===== config.mk =====
export PLATFORM = sky130hd
export DESIGN_NAME = fsbdp_data_phase
export DESIGN_NICKNAME = d
export VERILOG_FILES = /design/src/logic/fsbdp_pkg.sv /design/src/logic/fsbdp_fifo.sv /design/src/logic/fsbdp_data_phase.sv
export SDC_FILE = /design/constraint.sdc
export NUM_CORES = 2
export LEC_CHECK = 0
export BUFFER_PORTS_ARGS = -buffer_cell sky130_fd_sc_hd__buf_2
export CELL_PAD_IN_SITES_DETAIL_PLACEMENT = 1
export CELL_PAD_IN_SITES_GLOBAL_PLACEMENT = 2
export CORE_UTILIZATION = 51
export CTS_CLUSTER_DIAMETER = 40
export DETAILED_ROUTE_END_ITERATION = 6
export GPL_TIMING_DRIVEN = 0
export PLACE_DENSITY_LB_ADDON = 0.1
export SLEW_MARGIN = 10
export SYNTH_ARGS = -nofsm -noshare
export SYNTH_HDL_FRONTEND = slang
export SYNTH_HIERARCHICAL = 1
export SYNTH_SLANG_ARGS = --single-unit

===== constraint.sdc =====
create_clock -name mclk -period 29.5 [get_ports mclk]
set_input_delay 8.85 -clock mclk [delete_from_list [all_inputs] [get_ports mclk]]
set_output_delay 8.85 -clock mclk [all_outputs]
set_load 0.005 [all_outputs]

===== src/logic/fsbdp_pkg.sv =====
// constants for the front-side bus data-phase block
// assumes a 25 MHz core clock and a bus clock sampled as a plain input
package fsbdp_pkg;
  localparam int GROUPS = 4;
  localparam int GROUP_W = 16;
  localparam int DATA_W = GROUPS * GROUP_W;
  // a group is inverted when more than this many bits would toggle
  localparam int INV_LIMIT = GROUP_W / 2;
  localparam int MCLK_NS = 40;
  localparam int LINK_NS = 320;
  // cycles of mclk per bus clock, and strobe count at which the strobe fires, five cycles after the detected bus edge
  localparam int LINK_CYC = LINK_NS / MCLK_NS;
  localparam int STB_DLY = LINK_CYC / 2;
  localparam int STB_CNT_W = 4;
  localparam int FIFO_DEPTH = 16;
  localparam logic [DATA_W-1:0] BUS_RST = 64'h0000_0000_0000_0000;
endpackage


===== src/logic/fsbdp_fifo.sv =====
// first-word fall-through fifo with a registered read word
// assumes one clock and an asynchronous, synchronously released reset
module fsbdp_fifo #(
  parameter int WIDTH = 64,
  parameter int DEPTH = 16
) (
  input wire logic clk, // core clock
  input wire logic rst_n, // active low reset
  input wire logic in_valid, // word offered
  output logic in_ready, // room for a word
  input wire logic [WIDTH-1:0] in_data, // word written
  output logic out_valid, // word available
  input wire logic out_ready, // word taken
  output logic [WIDTH-1:0] out_data // registered read word
);
  localparam int AW = $clog2(DEPTH);
  logic [WIDTH-1:0] mem_q [DEPTH];
  logic [AW-1:0] wptr_q;
  logic [AW-1:0] rptr_q;
  logic [AW:0] cnt_q;
  logic push;
  logic load;
  logic ovalid_q;

  assign in_ready = (cnt_q != (AW+1)'(DEPTH));
  assign push = in_valid && in_ready;
  assign load = (cnt_q != '0) && (!ovalid_q || out_ready);
  assign out_valid = ovalid_q;

  always_ff @(posedge clk) begin
    if (push) begin
      mem_q[wptr_q] <= in_data;
    end
  end

  always_ff @(posedge clk or negedge rst_n) begin
    if (!rst_n) begin
      wptr_q <= '0;
      rptr_q <= '0;
      cnt_q <= '0;
    end else begin
      if (push) begin
        wptr_q <= wptr_q + 1'b1;
      end
      if (load) begin
        rptr_q <= rptr_q + 1'b1;
      end
      cnt_q <= cnt_q + (AW+1)'(push) - (AW+1)'(load);
    end
  end

  always_ff @(posedge clk or negedge rst_n) begin
    if (!rst_n) begin
      ovalid_q <= 1'b0;
      out_data <= '0;
    end else if (load) begin
      ovalid_q <= 1'b1;
      out_data <= mem_q[rptr_q];
    end else if (out_ready) begin
      ovalid_q <= 1'b0;
    end
  end
endmodule


===== src/logic/fsbdp_data_phase.sv =====
// data-phase signalling of a front-side bus: inversion, data valid,
// negative strobes, order_postpone_n and input-buffer power request
// assumes the bus clock, pins and strobes arrive asynchronously to mclk
module fsbdp_data_phase #(
  parameter int GROUPS = fsbdp_pkg::GROUPS,
  parameter int GROUP_W = fsbdp_pkg::GROUP_W,
  parameter int FIFO_DEPTH = fsbdp_pkg::FIFO_DEPTH
) (
  input wire logic mclk, // core clock
  input wire logic resetn, // async reset, active low
  input wire logic link_clk, // bus clock pin
  input wire logic tx_own, // we drive the data bus
  input wire logic tx_valid, // transmit word offered
  output logic tx_ready, // transmit fifo has room
  input wire logic [GROUPS*GROUP_W-1:0] tx_data, // transmit word
  output logic rx_valid, // received word pulse
  output logic [GROUPS*GROUP_W-1:0] rx_data, // received word
  output logic deferred, // order_postpone_n seen at bus edge, pulse
  output logic buf_power_down, // chipset asks buffers off
  input wire logic [GROUPS*GROUP_W-1:0] bus_data_i, // data pins in
  output logic [GROUPS*GROUP_W-1:0] bus_data_o, // data pins out
  output logic bus_data_oe, // data pins drive
  input wire logic [GROUPS-1:0] group_invert_n_i, // inversion in
  output logic [GROUPS-1:0] group_invert_n_o, // inversion out
  output logic group_invert_n_oe, // inversion drive
  input wire logic data_valid_n_i, // data valid in
  output logic data_valid_n_o, // data valid out
  output logic data_valid_n_oe, // data valid drive
  input wire logic [GROUPS-1:0] neg_data_strobe_n_i, // strobes in
  output logic [GROUPS-1:0] neg_data_strobe_n_o, // strobes out
  output logic neg_data_strobe_n_oe, // strobes drive
  input wire logic order_postpone_n, // order_postpone_n pin
  input wire logic input_buffer_power_n // buffer power pin
);
  localparam int DW = GROUPS * GROUP_W;
  localparam int CW = fsbdp_pkg::STB_CNT_W;

  function automatic logic needs_invert(input logic [GROUP_W-1:0] a,
                                        input logic [GROUP_W-1:0] b);
    int n;
    n = 0;
    for (int i = 0; i < GROUP_W; i++) begin
      n = n + int'(a[i] ^ b[i]);
    end
    return n > fsbdp_pkg::INV_LIMIT;
  endfunction

  // --------------------------------------------------------------
  // reset release and pin synchronisers
  // --------------------------------------------------------------
  logic rst_s1_q;
  logic rst_n;
  always_ff @(posedge mclk or negedge resetn) begin
    if (!resetn) begin
      rst_s1_q <= 1'b0;
      rst_n <= 1'b0;
    end else begin
      rst_s1_q <= 1'b1;
      rst_n <= rst_s1_q;
    end
  end

  logic lk_s1_q, lk_s2_q, lk_s3_q;
  logic [DW-1:0] d_s1_q, d_s2_q;
  logic [GROUPS-1:0] inv_s1_q, inv_s2_q;
  logic [GROUPS-1:0] stb_s1_q, stb_s2_q, stb_s3_q;
  logic dv_s1_q, dv_s2_q;
  logic df_s1_q, df_s2_q;
  logic pw_s1_q, pw_s2_q;
  always_ff @(posedge mclk or negedge rst_n) begin
    if (!rst_n) begin
      {lk_s1_q, lk_s2_q, lk_s3_q} <= 3'h7;
      d_s1_q <= '0;
      d_s2_q <= '0;
      inv_s1_q <= '1;
      inv_s2_q <= '1;
      stb_s1_q <= '1;
      stb_s2_q <= '1;
      stb_s3_q <= '1;
      {dv_s1_q, dv_s2_q} <= 2'h3;
      {df_s1_q, df_s2_q} <= 2'h3;
      {pw_s1_q, pw_s2_q} <= 2'h3;
    end else begin
      {lk_s1_q, lk_s2_q, lk_s3_q} <= {link_clk, lk_s1_q, lk_s2_q};
      d_s1_q <= bus_data_i;
      d_s2_q <= d_s1_q;
      inv_s1_q <= group_invert_n_i;
      inv_s2_q <= inv_s1_q;
      stb_s1_q <= neg_data_strobe_n_i;
      stb_s2_q <= stb_s1_q;
      stb_s3_q <= stb_s2_q;
      {dv_s1_q, dv_s2_q} <= {data_valid_n_i, dv_s1_q};
      {df_s1_q, df_s2_q} <= {order_postpone_n, df_s1_q};
      {pw_s1_q, pw_s2_q} <= {input_buffer_power_n, pw_s1_q};
    end
  end

  logic lk_rise;
  assign lk_rise = lk_s2_q && !lk_s3_q;

  // --------------------------------------------------------------
  // transmit fifo
  // --------------------------------------------------------------
  logic f_valid;
  logic f_pop;
  logic [DW-1:0] f_data;
  assign f_pop = lk_rise && tx_own && f_valid;

  fsbdp_fifo #(
    .WIDTH(DW),
    .DEPTH(FIFO_DEPTH)
  ) u_fifo (
    .clk(mclk),
    .rst_n(rst_n),
    .in_valid(tx_valid),
    .in_ready(tx_ready),
    .in_data(tx_data),
    .out_valid(f_valid),
    .out_ready(f_pop),
    .out_data(f_data)
  );

  // --------------------------------------------------------------
  // transmit: inversion coding, data valid, strobes
  // --------------------------------------------------------------
  logic [DW-1:0] enc_d;
  logic [GROUPS-1:0] enc_inv;
  always_comb begin
    for (int g = 0; g < GROUPS; g++) begin
      enc_inv[g] = needs_invert(f_data[g*GROUP_W +: GROUP_W],
                                bus_data_o[g*GROUP_W +: GROUP_W]);
      enc_d[g*GROUP_W +: GROUP_W] = enc_inv[g] ? ~f_data[g*GROUP_W +: GROUP_W]
                                               : f_data[g*GROUP_W +: GROUP_W];
    end
  end

  always_ff @(posedge mclk or negedge rst_n) begin
    if (!rst_n) begin
      bus_data_o <= DW'(fsbdp_pkg::BUS_RST);
      group_invert_n_o <= '1;
      data_valid_n_o <= 1'b1;
    end else if (lk_rise) begin
      if (f_pop) begin
        bus_data_o <= enc_d;
        group_invert_n_o <= ~enc_inv;
        data_valid_n_o <= 1'b0;
      end else begin
        data_valid_n_o <= 1'b1; // idle clock
      end
    end
  end

  logic oe_q;
  always_ff @(posedge mclk or negedge rst_n) begin
    if (!rst_n) begin
      oe_q <= 1'b0;
    end else begin
      oe_q <= tx_own;
    end
  end
  assign bus_data_oe = oe_q;
  assign group_invert_n_oe = oe_q;
  assign data_valid_n_oe = oe_q;
  assign neg_data_strobe_n_oe = oe_q;

  logic [CW-1:0] stb_cnt_q;
  logic stb_arm_q;
  always_ff @(posedge mclk or negedge rst_n) begin
    if (!rst_n) begin
      stb_cnt_q <= '0;
      stb_arm_q <= 1'b0;
      neg_data_strobe_n_o <= '1;
    end else begin
      neg_data_strobe_n_o <= '1;
      if (f_pop) begin
        stb_arm_q <= 1'b1;
        stb_cnt_q <= '0;
      end else if (stb_arm_q) begin
        stb_cnt_q <= stb_cnt_q + 1'b1;
        if (stb_cnt_q == CW'(fsbdp_pkg::STB_DLY)) begin
          stb_arm_q <= 1'b0;
          neg_data_strobe_n_o <= '0; // all group strobes at once, five mclk cycles after data and inversion change
        end
      end
    end
  end

  // --------------------------------------------------------------
  // receive: per-group strobe capture, accept on valid clocks
  // --------------------------------------------------------------
  logic [DW-1:0] grp_q;
  always_ff @(posedge mclk or negedge rst_n) begin
    if (!rst_n) begin
      grp_q <= '0;
    end else if (!tx_own) begin
      for (int g = 0; g < GROUPS; g++) begin
        if (!stb_s2_q[g] && stb_s3_q[g]) begin
          grp_q[g*GROUP_W +: GROUP_W] <= inv_s2_q[g] ? d_s2_q[g*GROUP_W +: GROUP_W]
                                                     : ~d_s2_q[g*GROUP_W +: GROUP_W];
        end
      end
    end
  end

  always_ff @(posedge mclk or negedge rst_n) begin
    if (!rst_n) begin
      rx_valid <= 1'b0;
      rx_data <= '0;
      deferred <= 1'b0;
      buf_power_down <= 1'b0;
    end else begin
      rx_valid <= 1'b0;
      deferred <= lk_rise && !df_s2_q;
      buf_power_down <= !pw_s2_q;
      if (lk_rise && !tx_own && !dv_s2_q) begin
        rx_valid <= 1'b1;
        rx_data <= grp_q;
      end
    end
  end
endmodule


==> metrics <==
CP Class=input pin to flop; final net count=3756; Post-CTS Hold Buffers=0; vias in the first global route=33700; cell count after synthesis=2982; RSZ-0062 raised after global routing=no; vias per inst=5.89; RR Startpoint=bus_data_o[16]; layout filler cell count=9454; area grow syn2layout=19.2%; critical path capture point type=flop; Final setup viols=0; starting density of the core=51.7%; post-synth top area cell=edfxtp_1; total gr overflow=0; core area=0.109 mm²; die height=335 µm; # IOs=289; Yosys reg bits=1468; Die W=335 µm; R2R depth=17; HPWL after DPL=96.5 mm; via count=30500; Synth top cells by count=edfxtp_1, dfrtp_1, mux4_2; Critical Path RT=30.21 ns; Clock Tree Root=clkbuf_16; highest-delay cell along the critical path=clkbuf_1; Clock transition at path regs=0.06 ns; max-cap viol count=0; largest net degree at the start of global routing=65; critical-path maximum fanout=10; outcome=finished, final reports clean; Worst slew margin=11.6%; clock network latency to the later pin of the worst-skew pair=0.79 ns; Synth Area per Inst=18.9 µm²; Slew Limit Fails=0; most frequent CP cell=inv_1; Final GP Congestion=0.795; Hold Violations, Final=0; postcts setup bufs=0; cts repair resizes=0; clk sinks=1468; total negative slack=0 ns; Critical Path Max Stage Delay=0.72 ns; Final WS setup=16.84 ns; drt pass-1 iters=5; Most used DFF post-synth=edfxtp_1; Final ANT Viol Nets=0; Clock Tree Buf Depth=3; YS warnings=6; Synth area leaders=edfxtp_1, dfrtp_1, mux4_2, mux2_2, xor2_1; R2R Setup Slk=24.12 ns; hold crit path type=flop to flop; Global Route Usage Sum=27.3%; wirelength, routed=149 mm; Finished Layout Cells=5185; die footprint=0.112 mm²; Cells after DPL=4829; register area share after synthesis=74.2%; fraction of registers with async set or reset after synthesis=30.2%; DR WL/cell=28.8 µm; fmax=0.0790 GHz; Critical Path, Cell by Cell=buf_2 -> nand3_1 -> inv_2 -> clkbuf_1 -> nand2b_1 -> and2_1 -> buf_6 -> buf_6 -> clkbuf_1 -> ha_1 -> inv_1 -> ha_1 -> inv_1 -> fa_1 -> inv_1 -> a21oi_1 -> o21bai_1 -> xnor2_1; DRC Markers=0; TritonCTS clock tree=done; CTS Buf Count=183; Buffers on Ports=288; Hold WS=0.343 ns; Final min period=12.66 ns; layout cells sized above 1=32.3%; EDFF count, synth=1024; crit path DAT=13.36 ns; initial antenna violation count=23; first-pass GRT wire length=222 mm; distinct cell type count after synthesis=51; Synthesized Nets=3200; top-area cell type share of the netlist area=54.4%; detailed router's first-iteration violation count=2195; Tcrit/Tclk final=42.9%; crit path launch=tx_own; dpl ws=15.95 ns; worst slew pin tran=1.33 ns; number of H-tree levels=4; Setup Skew=0.0352 ns; type of origin of the critical path=input pin; area of the mapped netlist=0.0565 mm²; FP Rows=121; most common cell in the netlist=edfxtp_1; R2R Path End=bus_data_o[28]; worst setup path endpoint=u_fifo/cnt_q[4]
-- area by class of cell --
| type | count | area (µm²) | area share (%) |
|---|---|---|---|
| sequential | 1468 | 41900 | 62.3 |
| multi-input combinational | 1274 | 13500 | 20.1 |
| clock buffer | 224 | 4960 | 7.37 |
| timing repair buffer | 371 | 2520 | 3.75 |
| tap | 1476 | 1850 | 2.74 |
| clock inverter | 122 | 1380 | 2.05 |
| buffer | 171 | 878 | 1.31 |
| inverter | 69 | 259 | 0.385 |
| antenna | 10 | 25.0 | 0.0372 |
-- per-stage QoR --
step | util, % | area [µm²]
4_1_cts | 61.5 | 67300
3_3_place_gp | 54.7 | 59800
6_report | 61.6 | 67300
2_1_floorplan | - | 56500
3_5_place_dp | 55.7 | 60900
5_1_grt | 61.5 | 67300
-- routing by layer --
| metal | global-route usage [%] | part of all wire, % |
|---|---|---|
| met1 | 36.4 | 40 |
| met2 | 46.2 | 51 |
| met3 | 5.19 | 6.5 |
| met4 | 7.64 | 2.3 |
| met5 | 0 | 0.080 |
-- cell families (layout without fill, tap and decap cells) --
group	after synthesis	after routing	share of synthesized area, %
AOI/OAI and AO/OA	387	387	4.08
other	1	11	0.00664
DFF	1468	1468	74.2
adders and majority gates	74	74	2.18
buffers and inverters	240	957	2.01
xor gates and xnor gates	157	157	2.43
muxes	387	387	12.8
and+or+nand+nor	268	268	2.28
-- flip-flops by register name, summed over array words and instances, names as in the netlist, 5 cells and up --
name,flops
bus_data_o,64
d_s1_q,64
d_s2_q,64
grp_q,64
rx_data,64
u_fifo/cnt_q,5
u_fifo/mem_q,1024
u_fifo/out_data,64
-- cell usage in the layout, fill, tap and decap left out, drive strengths merged, types with 49 or more instances in the layout --
cell	synthesis	final
clkinv	0	49
clkbuf	88	312
mux4	256	256
buf	83	454
nor2	70	70
a21oi	61	61
nand2	100	100
xor2	129	129
o22ai	122	122
mux2	123	123
edfxtp	1024	1024
dfrtp	409	409
o21ai	132	132
inv	69	100
-- how the worst min path moves through the flow --
stage	from	endpoint	slack, ns	depth (start not counted)
after floorplan	d_s1_q[0]	d_s2_q[0]	0.33	0
after global placement	d_s1_q[7]	d_s2_q[7]	0.33	0
after detailed placement	d_s1_q[17]	d_s2_q[17]	0.34	0
after CTS	d_s1_q[2]	d_s2_q[2]	0.34	0
after global routing	d_s1_q[41]	d_s2_q[41]	0.35	0
final	d_s1_q[41]	d_s2_q[41]	0.34	0
-- critical path, delay by kind of cell --
family                     cells  cell delay, ns
xor gates and xnor gates       1            0.14
AOI/OAI and AO/OA              2            0.21
buffers and inverters          9            2.52
and+or+nand+nor                3            0.61
adders and majority gates      3            1.01
Power is not shown: default switching activity piles up to over one toggle a cycle in this logic, so the estimate is an artifact.
